File: src/pkg/sspd_defs.svh
// constants for the store and stack-subtract decode block
// assumes inclusion by bare name from the package file; rtl files use the macros without including it
`ifndef SSPD_DEFS_SVH
`define SSPD_DEFS_SVH
`define SSPD_T1_HALFWORD_STORE_OP 7'h29
`define SSPD_T2_HALFWORD_STORE_HI 12'hF82
`define SSPD_T2_HALFWORD_STORE_ZERO 6'h00
`define SSPD_UNPRIV_HI 12'hF82
`define SSPD_UNPRIV_W_HI 12'hF84
`define SSPD_UNPRIV_MID 4'hE
`define SSPD_SUB_T1_OP 9'h161
`define SSPD_SP_REG 4'hD
`define SSPD_PC_REG 4'hF
`define SSPD_ALL_ONES 4'hF
`define SSPD_SIZE_HALF 3'h2
`define SSPD_SIZE_WORD 3'h4
`endif

File: src/pkg/sspd_pkg.sv
// types shared by the store and stack-subtract decode block
// assumes sspd_defs.svh is on the include path
package sspd_pkg;
`include "sspd_defs.svh"

	typedef enum logic [5:0] {
		SSPD_OP_NONE = 6'h01,
		SSPD_OP_HALFWORD_STORE = 6'h02,
		SSPD_OP_UHALF = 6'h04,
		SSPD_OP_UWORD = 6'h08,
		SSPD_OP_SUB = 6'h10,
		SSPD_OP_CMP = 6'h20
	} sspd_op_e;

	typedef struct packed {
		logic valid;
		logic [31:0] addr;
		logic [31:0] data;
		logic [2:0] size;
		logic unpriv;
	} sspd_store_s;

	typedef struct packed {
		logic valid;
		logic [3:0] dest;
		logic [31:0] value;
		logic limit_check;
	} sspd_regwr_s;

	typedef struct packed {
		logic valid;
		logic n;
		logic z;
		logic c;
		logic v;
	} sspd_flags_s;

	typedef struct packed {
		sspd_store_s store;
		sspd_regwr_s regwr;
		sspd_flags_s flags;
		logic undefined;
		logic unpredictable;
		logic is_cmp;
		logic fault_capable;
		logic done;
	} sspd_state_s;
endpackage : sspd_pkg

File: src/rtl/sspd_expand_imm.sv
// modified-immediate expansion of the 12-bit i:middle_immediate_field:byte_immediate_field constant
// assumes purely combinational use, carry-out not needed here
`timescale 1ns/1ps
module sspd_expand_imm (
	input wire logic [11:0] imm12_in,
	output logic [31:0] value_out
);
	logic [7:0] lo;
	logic [31:0] unrot;
	logic [4:0] rot;

	always_comb begin
		lo = imm12_in[7:0];
		rot = imm12_in[11:7];
		unrot = {24'h000000, 1'b1, imm12_in[6:0]};
		value_out = 32'h00000000;
		if (imm12_in[11:10] == 2'h0) begin
			unique case (imm12_in[9:8])
				2'h0: value_out = {24'h000000, lo};
				2'h1: value_out = {8'h00, lo, 8'h00, lo};
				2'h2: value_out = {lo, 8'h00, lo, 8'h00};
				2'h3: value_out = {lo, lo, lo, lo};
			endcase
		end else begin
			value_out = (unrot >> rot) | (unrot << (6'h20 - {1'b0, rot}));
		end
	end
endmodule : sspd_expand_imm

File: src/rtl/sspd_decode.sv
// decode and execute for halfword/word stores and stack subtract
// assumes register values are read by the pipeline and given with the instruction
// How it works
// - short halfword store: index unshifted, no writeback
// - wide halfword store shifts index by two-bit field
// - base all ones makes wide stores undefined
// - without main extension wide encodings are undefined
// - wide halfword store, transfer/index 13 or 15 unpredictable
// - halfword store writes low 16 bits, two bytes
// - unprivileged halfword store is two-byte low-half write
// - unprivileged stores add zero-extended byte immediate
// - unprivileged store transfer 13 or 15 unpredictable
// - unprivileged word store writes whole register, four bytes
// - unprivileged stores may raise any memory fault
// - short stack subtract: SP, no flags, word_scaled_immediate_field times four
// - wide subtract, dest ones and S set is compare
// - wide subtract sets flags only on S, expanded immediate
// - wide subtract, dest 15 with S clear unpredictable
// - T3 subtract zero-extends twelve-bit immediate, no flags
// - T3 subtract with dest 15 unpredictable
// - subtract via inverted add, limit check, flags NZCV
`timescale 1ns/1ps
module sspd_decode
	import sspd_pkg::*;
(
	input wire logic clk_sys_in,
	input wire logic sys_rst_in,
	input wire logic instr_valid_in,
	input wire logic instr_wide_in,
	input wire logic [31:0] instr_in,
	input wire logic cond_pass_in,
	input wire logic main_ext_in,
	input wire logic [31:0] base_value_in,
	input wire logic [31:0] index_value_in,
	input wire logic [31:0] transfer_value_in,
	input wire logic [31:0] sp_value_in,
	output logic store_valid_out,
	output logic [31:0] store_addr_out,
	output logic [31:0] store_data_out,
	output logic [2:0] store_size_out,
	output logic store_unpriv_out,
	output logic reg_write_out,
	output logic [3:0] reg_dest_out,
	output logic [31:0] reg_value_out,
	output logic reg_limit_check_out,
	output logic flags_write_out,
	output logic [3:0] flags_nzcv_out,
	output logic undefined_out,
	output logic unpredictable_out,
	output logic compare_redirect_out,
	output logic fault_capable_out,
	output logic done_out,
	output logic [5:0] op_out
);
	sspd_state_s state;
	sspd_state_s next_state;
	sspd_op_e op;
	sspd_op_e next_op;
	logic [31:0] expanded;
	logic [31:0] imm32;
	logic [32:0] sum;
	logic [31:0] result;
	logic [11:0] imm12;
	logic [3:0] rt;
	logic [3:0] rn;
	logic [3:0] rm;
	logic [3:0] rd;
	logic [1:0] shamt;
	logic setflags;
	logic sub_t3;
	logic wide;

	function automatic logic is_sp_or_pc(input logic [3:0] r);
		is_sp_or_pc = (r == `SSPD_SP_REG) || (r == `SSPD_PC_REG);
	endfunction : is_sp_or_pc

	function automatic logic [31:0] zext8(input logic [7:0] b);
		zext8 = {24'h000000, b};
	endfunction : zext8

	assign imm12 = {instr_in[26], instr_in[14:12], instr_in[7:0]};

	sspd_expand_imm u_expand (
		.imm12_in(imm12),
		.value_out(expanded)
	);

	always_comb begin
		next_state = '0;
		next_op = SSPD_OP_NONE;
		imm32 = 32'h00000000;
		sum = 33'h000000000;
		result = 32'h00000000;
		setflags = 1'b0;
		sub_t3 = 1'b0;
		wide = instr_wide_in;
		rt = instr_in[15:12];
		rn = instr_in[19:16];
		rm = instr_in[3:0];
		rd = instr_in[11:8];
		shamt = instr_in[5:4];
		if (instr_valid_in) begin
			next_state.done = 1'b1;
			if (!wide && instr_in[15:9] == `SSPD_T1_HALFWORD_STORE_OP) begin
				next_op = SSPD_OP_HALFWORD_STORE;
				rt = {1'b0, instr_in[2:0]};
				rn = {1'b0, instr_in[5:3]};
				rm = {1'b0, instr_in[8:6]};
				next_state.store.addr = base_value_in + index_value_in;
			end else if (!wide && instr_in[15:7] == `SSPD_SUB_T1_OP) begin
				next_op = SSPD_OP_SUB;
				rd = `SSPD_SP_REG;
				imm32 = {23'h000000, instr_in[6:0], 2'h0};
			end else if (wide && instr_in[31:20] == `SSPD_T2_HALFWORD_STORE_HI && instr_in[11:6] == `SSPD_T2_HALFWORD_STORE_ZERO) begin
				next_op = SSPD_OP_HALFWORD_STORE;
				next_state.store.addr = base_value_in + (index_value_in << shamt);
				next_state.unpredictable = is_sp_or_pc(rt) || is_sp_or_pc(rm);
				next_state.undefined = (rn == `SSPD_ALL_ONES);
			end else if (wide && (instr_in[31:20] == `SSPD_UNPRIV_HI || instr_in[31:20] == `SSPD_UNPRIV_W_HI)
				&& instr_in[11:8] == `SSPD_UNPRIV_MID) begin
				next_op = (instr_in[22]) ? SSPD_OP_UWORD : SSPD_OP_UHALF;
				next_state.store.addr = base_value_in + zext8(instr_in[7:0]);
				next_state.unpredictable = is_sp_or_pc(rt);
				next_state.undefined = (rn == `SSPD_ALL_ONES);
			end else if (wide && instr_in[31:27] == 5'h1E && instr_in[15] == 1'b0 && instr_in[19:16] == `SSPD_SP_REG
				&& (instr_in[25:21] == 5'h0D || instr_in[25:20] == 6'h2A)) begin
				sub_t3 = (instr_in[25:20] == 6'h2A);
				if (sub_t3) begin
					next_op = SSPD_OP_SUB;
					imm32 = {20'h00000, imm12};
					next_state.unpredictable = (rd == `SSPD_PC_REG);
				end else if (rd == `SSPD_ALL_ONES && instr_in[20]) begin
					next_op = SSPD_OP_CMP;
					next_state.is_cmp = 1'b1;
				end else begin
					next_op = SSPD_OP_SUB;
					setflags = instr_in[20];
					imm32 = expanded;
					next_state.unpredictable = (rd == `SSPD_PC_REG) && !instr_in[20];
				end
			end else begin
				next_state.done = 1'b0;
			end
			// wide encodings vanish without the main extension; short ones stay
			if (wide && next_op != SSPD_OP_NONE && !main_ext_in) begin
				next_state.undefined = 1'b1;
				next_state.is_cmp = 1'b0;
			end
			sum = {1'b0, sp_value_in} + {1'b0, ~imm32} + 33'h000000001;
			result = sum[31:0];
			if (cond_pass_in && !next_state.undefined && !next_state.is_cmp) begin
				unique case (next_op)
					SSPD_OP_HALFWORD_STORE, SSPD_OP_UHALF: begin
						next_state.store.valid = 1'b1;
						next_state.store.data = {16'h0000, transfer_value_in[15:0]};
						next_state.store.size = `SSPD_SIZE_HALF;
						next_state.store.unpriv = (next_op == SSPD_OP_UHALF);
						next_state.fault_capable = (next_op == SSPD_OP_UHALF);
					end
					SSPD_OP_UWORD: begin
						next_state.store.valid = 1'b1;
						next_state.store.data = transfer_value_in;
						next_state.store.size = `SSPD_SIZE_WORD;
						next_state.store.unpriv = 1'b1;
						next_state.fault_capable = 1'b1;
					end
					SSPD_OP_SUB: begin
						next_state.regwr.valid = 1'b1;
						next_state.regwr.dest = rd;
						next_state.regwr.value = result;
						next_state.regwr.limit_check = 1'b1;
						next_state.flags.valid = setflags;
						next_state.flags.n = result[31];
						next_state.flags.z = (result == 32'h00000000);
						next_state.flags.c = sum[32];
						next_state.flags.v = (sp_value_in[31] == ~imm32[31]) && (result[31] != sp_value_in[31]);
					end
					default: begin
						next_state.store.valid = 1'b0;
					end
				endcase
			end
			if (next_state.store.valid == 1'b0) begin
				next_state.store.addr = 32'h00000000;
			end
		end
	end

	always_ff @(posedge clk_sys_in or posedge sys_rst_in) begin
		if (sys_rst_in) begin
			state <= '0;
			op <= SSPD_OP_NONE;
		end else begin
			state <= next_state;
			op <= next_op;
		end
	end

	assign store_valid_out = state.store.valid;
	assign store_addr_out = state.store.addr;
	assign store_data_out = state.store.data;
	assign store_size_out = state.store.size;
	assign store_unpriv_out = state.store.unpriv;
	assign reg_write_out = state.regwr.valid;
	assign reg_dest_out = state.regwr.dest;
	assign reg_value_out = state.regwr.value;
	assign reg_limit_check_out = state.regwr.limit_check;
	assign flags_write_out = state.flags.valid;
	assign flags_nzcv_out = {state.flags.n, state.flags.z, state.flags.c, state.flags.v};
	assign undefined_out = state.undefined;
	assign unpredictable_out = state.unpredictable;
	assign compare_redirect_out = state.is_cmp;
	assign fault_capable_out = state.fault_capable;
	assign done_out = state.done;
	assign op_out = op;
endmodule : sspd_decode

File: config.mk
export PLATFORM = sky130hd
export DESIGN_NAME = sspd_decode
export DESIGN_NICKNAME = d
export VERILOG_FILES = /design/src/pkg/sspd_pkg.sv /design/src/rtl/sspd_expand_imm.sv /design/src/rtl/sspd_decode.sv
export VERILOG_INCLUDE_DIRS = /design/src /design/src/pkg
export SDC_FILE = /design/constraint.sdc
export NUM_CORES = 1
export LEC_CHECK = 0
export BUFFER_PORTS_ARGS = -buffer_cell sky130_fd_sc_hd__buf_2
export CORE_AREA = 2 2 194 196
export CTS_CLUSTER_SIZE = 40
export DETAILED_ROUTE_END_ITERATION = 10
export DIE_AREA = 0 0 196 198
export REMOVE_ABC_BUFFERS = 1
export SETUP_SLACK_MARGIN = 0.05
export SKIP_CTS_REPAIR_TIMING = 1
export SLEW_MARGIN = 15
export SYNTH_ARGS = -nofsm -noshare
export SYNTH_HDL_FRONTEND = slang
export SYNTH_SLANG_ARGS = --single-unit
File: constraint.sdc
create_clock -name clk_sys_in -period 4.1 [get_ports clk_sys_in]
set_clock_uncertainty 0.05 [all_clocks]
set_input_delay 0.41 -clock clk_sys_in [delete_from_list [all_inputs] [get_ports clk_sys_in]]
set_output_delay 0.41 -clock clk_sys_in [all_outputs]
set_load 0.01 [all_outputs]
# After elaboration in Yosys (flattened, before gate mapping)
# Cells that the tools add are included.
classes:
  n_mux: 64
  eq_ne: 25
  reduce_logical: 33
  bitwise_logic: 4
  n_shift: 3
  addsub: 6
ops:
  columns: ["operator", "count"]
  rows:
  - ["$mux W32", 14]
  - ["$pmux W32 S4", 1]
  - ["$mux W117", 1]
  - ["$mux W79", 1]
  - ["$pmux W36 S2", 1]
  - ["$add A32 B32 Y32", 2]
  - ["$mux W6", 9]
  - ["$mux W43", 1]
  - ["$add A32 B32 Y33", 1]
  - ["$add A33 B1 Y33 const B", 1]
  - ["$add A32 B8 Y32", 1]
  - ["$eq A4 B4 Y1 const B", 8]
  - ["$logic_not A32 Y1", 1]
  - ["$not A32 Y32", 1]
  - ["$or A32 B32 Y32", 1]
  - ["$shl A32 B2 Y32", 1]
  - ["$shl A8 B6 Y32", 1]
  - ["$shr A8 B5 Y32", 1]
  - ["$mux W1", 28]
  - ["$eq A12 B12 Y1 const B", 2]
  - ["$logic_and A1 B1 Y1", 17]
  - ["$mux W4", 3]
  - ["$eq A9 B9 Y1 const B", 1]
  - ["$eq A7 B6 Y1 const B", 1]
  - ["other kinds (23)", 36]
word_totals:
  out_inout_bits: 123
  ff_bits: 123
  input_bits: 166
  word_cells: 155

# Logic depth before layout (Yosys ltp)
depth:
  depth_word: 23
  mapped_depth: 26
  mapped_depth_nobuf: 23

# By module
# Synthesis repeated with hierarchy kept, for this count alone.
unflattened:
  hier_cells: 1468
  hier_area_um2: 12385.6
by_module_without_submodules:
  columns: ["module", "seq_area_each_um2", "cells_each", "instances", "area_each_um2"]
  rows:
  - ["sspd_decode", 2979.1, 1286, 1, 11184.5]
  - ["sspd_expand_imm", 0.0, 182, 1, 1201.2]

# Worst setup path before layout
# Ideal clock, no wire load.
synth_path:
  path_kind: "input to register"
  from: "input instr_in[7]"
  to: "register state (netlist bit flags_nzcv_out[2])"
  t_required_ns: 3.982
  n_path_buf: 4
  stages: 25
  t_arrival_ns: 5.272
  setup_slack_ns: -1.290
  setup_time_ns: 0.068
  path_cell_list: "clkbuf_1 > clkbuf_1 > inv_1 > ha_1 > clkbuf_1 > clkbuf_1 > a211oi_1 > a21oi_1 > a21oi_1 > o22ai_1 > and3b_1 > o21ai_0 > o41ai_1 > a22oi_1 > ha_1 > and2_1 > a221oi_1 > nand3_1 > a311oi_2 > o21ai_1 > a31oi_1 > xor2_1 > nand4bb_1 > nor4_1 > and4b_1"
synth_rtl:
  columns: ["item", "line_no", "source"]
  rows:
  - ["start, declared", "sspd_decode.sv:30", "input wire logic [31:0] instr_in,"]
  - ["end signal, assigned", "sspd_decode.sv:194", "state <= next_state;"]
  - ["end, declared", "sspd_decode.sv:55", "sspd_state_s state;"]

==> flow_summary.json <==
{
  "status": "complete, but fails checks",
  "violations": "setup timing",
  "setup_ws_ps": -334,
  "finalCritPeriodShare": 1.08,
  "grt_pass1_vias": 12400,
  "max_slew_margin": 0.388,
  "place_ws_ps": -1070,
  "critPathBufInv": 4,
  "syn-cell-area_sq_um": 11900,
  "swShare": 0.351,
  "max_stage_delay_ps": 430,
  "io_buffers": 287,
  "power.switching_uw": 1550,
  "place.gp.congestion": 0.954,
  "seq_power_share": 0.266,
  "track_usage": 0.227,
  "cp.arrival_ps": 4760,
  "max-vdd-ir-drop_mv": 0.282,
  "critPathSlowestCell": "fa_1",
  "leakage_uw": 0.00810,
  "routedWlPerCell_um": 19.0,
  "die_w_um": 196,
  "power_density_nw_per_um2": 266,
  "synthTopCellsByArea": "dfrtp_1 (25%), ha_1 (11%), mux4_2 (5.5%)",
  "min_period_ps": 4430,
  "hold_violations": 0,
  "critical_path.top_delay_family": "simple AND/OR/NAND/NOR gates",
  "die_y_um": 198,
  "drv_slew": 0,
  "seq_area_frac_synth": 0.249,
  "cts_root_buf": "clkbuf_16",
  "synth_common_cells": "nor2_1 (138), dfrtp_1 (118), nand2_1 (115)",
  "num_rows": 71,
  "hold_path_class": "in -> async",
  "vias": 12800,
  "power_frac_comb": 0.371,
  "yosys_warnings": 0,
  "hpwl_um": 36200,
  "path_cells": "buf_8 -> buf_6 -> nor3_4 -> xor2_2 -> nand3_1 -> o21ai_1 -> and2_1 -> ha_1 -> inv_1 -> fa_1 -> a211oi_4 -> o211ai_2 -> and4_4 -> a2111oi_4 -> xor2_1 -> a21boi_2 -> nand4b_1 -> nand4bb_1 -> nor4_2 -> buf_4 -> and4b_1",
  "synth_seq_cells": 119,
  "drive_gt1_frac": 0.356,
  "num_io_pins": 289,
  "dp.cells": 2345,
  "grt_pass1_wl_um": 68300,
  "netlist_instances": 1407,
  "synth_top_area_cell": "dfrtp_1",
  "ys.flop_type": "dfrtp_1",
  "synthDistinctLibCells": 92,
  "clock_path_buffers": 2,
  "viasPerCell": 5.39,
  "grt.overflow.total": 0,
  "p_int_uw": 2870,
  "start_util": 0.323,
  "cts_tree": "yes",
  "synth_most_common_cell": "nor2_1",
  "dr.pass1.iters": 6,
  "async_flop_share": 1.00,
  "fmax_ghz": 0.226,
  "cts.clk_slew.worst_paths_ps": 70,
  "worst_slew_pin_slew_ps": 919,
  "die-area_sq_um": 38800,
  "p_clk_frac": 0.363,
  "fin_cells": 2383,
  "core-area_sq_um": 37000,
  "syn_area_per_cell_sq_um": 8.49,
  "setup_viol": 4,
  "maxCapViolations": 0,
  "wirelength_um": 45300,
  "cts_buffers": 17,
  "synth_edf_count": 0,
  "grt_max_degree": 74,
  "h-tree-depth": 4,
  "worstSetupPathType": "in -> reg",
  "drc": 0,
  "fillers": 3666,
  "rsz0062_at_grt": "yes",
  "layout.nets": 2169,
  "ant_nets": 0,
  "synth.top_cell.area_share": 0.247,
  "area_delta_synth_final_pct": 38.9,
  "cp-end-kind": "register",
  "first_iter_violations": 773,
  "numClockSinks": 119,
  "critPathRequiredTime_ps": 4430,
  "path_max_fanout": 21,
  "antenna_found_initial": 3,
  "start_kind": "input port"
}
## flip-flops by register name, summed over array words and instances, names as in the netlist
name,count
compare_redirect_out,1
done_out,1
fault_capable_out,1
flags_nzcv_out,4
flags_write_out,1
op_out,6
reg_dest_out,4
reg_limit_check_out,1
reg_value_out,31
store_addr_out,32
store_data_out,32
store_size_out,2
store_valid_out,1
undefined_out,1
unpredictable_out,1
## layout make-up
type                    count  area [sq um]  area share
diodes                      2          5.00    0.000302
clock buffers              17           425      0.0256
clock inverters            15           181      0.0109
inverters                  29           119     0.00716
multi-input cells        1184          8850       0.533
flip-flops and latches    119          2980       0.180
well taps                 474           593      0.0357
repair buffers            543          3440       0.207
## final timing paths
kind,cells after the start,start,endpoint
max in group asynchronous,3,sys_rst_in,op_out[0]$_DFF_PP1_
min in group clk_sys_in,2,transfer_value_in[4],store_data_out[4]$_DFF_PP0_
worst min-delay path,2,sys_rst_in,store_addr_out[29]$_DFF_PP0_
worst max-delay path,21,instr_in[7],flags_nzcv_out[2]$_DFF_PP0_
## metrics by stage
step | hold slack [ps] | cell area (sq um) | setup TNS [ps] | utilization | power, uW
global route | 95.1 | 16600 | -2770 | 0.449 | 4650
detailed placement | 572 | 15600 | -15310 | 0.422 | 2760
floorplan | 437 | 11600 | -4900 | - | 2090
CTS | 84.2 | 16200 | -2880 | 0.438 | 4390
global placement | 566 | 15600 | -13150 | 0.422 | 2740
finish | 90.8 | 16600 | -834 | 0.449 | 4410
## power groups by stage
stage	registers (uW)	logic, uW	clock network (uW)
3_3_place_gp	1200	1550	0
4_1_cts	1170	1570	1650
2_1_floorplan	1200	897	0
3_5_place_dp	1200	1560	0
6_report	1170	1640	1600
5_1_grt	1170	1790	1700
## per-layer routing
metal  up-vias  GRT usage  routed length, um
li1       6206          -                  -
met1      6156      0.311              20700
met2       424      0.376              21200
met3        59     0.0296               2550
met4         0     0.0648                890
met5         -          0                  0
## cells by family (layout without fill, tap and decap cells)
| logic type | after synthesis | in the layout | share of synthesized area |
|---|---|---|---|
| compound gates | 417 | 417 | 0.239 |
| xor+xnor | 111 | 111 | 0.0814 |
| fa+ha+maj | 109 | 109 | 0.117 |
| buf+inv | 104 | 604 | 0.0354 |
| flops | 119 | 119 | 0.249 |
| mux | 40 | 40 | 0.0640 |
| other cells | 1 | 3 | 0.000314 |
| simple gates | 506 | 506 | 0.214 |
## placed cells by master (no fill, tap or decap), types with 5 or more instances in the layout
cell         n
xnor2_1     65
o211ai_1     8
ha_1       104
nor2b_1     21
a222oi_1    12
a21oi_1     97
and3_1      42
dfrtp_1    118
a211o_1      5
buf_2      285
o21ai_0     67
mux4_2      29
nand3_1     50
o21a_1      20
a211oi_1    16
a21oi_2      7
o31ai_1      7
xor2_1      42
buf_4      245
o21bai_1     6
mux2i_1      9
nand2_1    115
nor3_1      22
inv_6        9
a21o_1      42
inv_1       26
a22oi_1     15
nand2b_1    15
a21boi_0     6
a221oi_1     8
o21ai_1     14
or3_1        5
nand4_1     18
nor2_1     136
a31oi_1     19
and4_1       8
buf_6        8
or2_2        6
clkbuf_16   17
and2_1      31
Power figures use the tool's default switching activity.
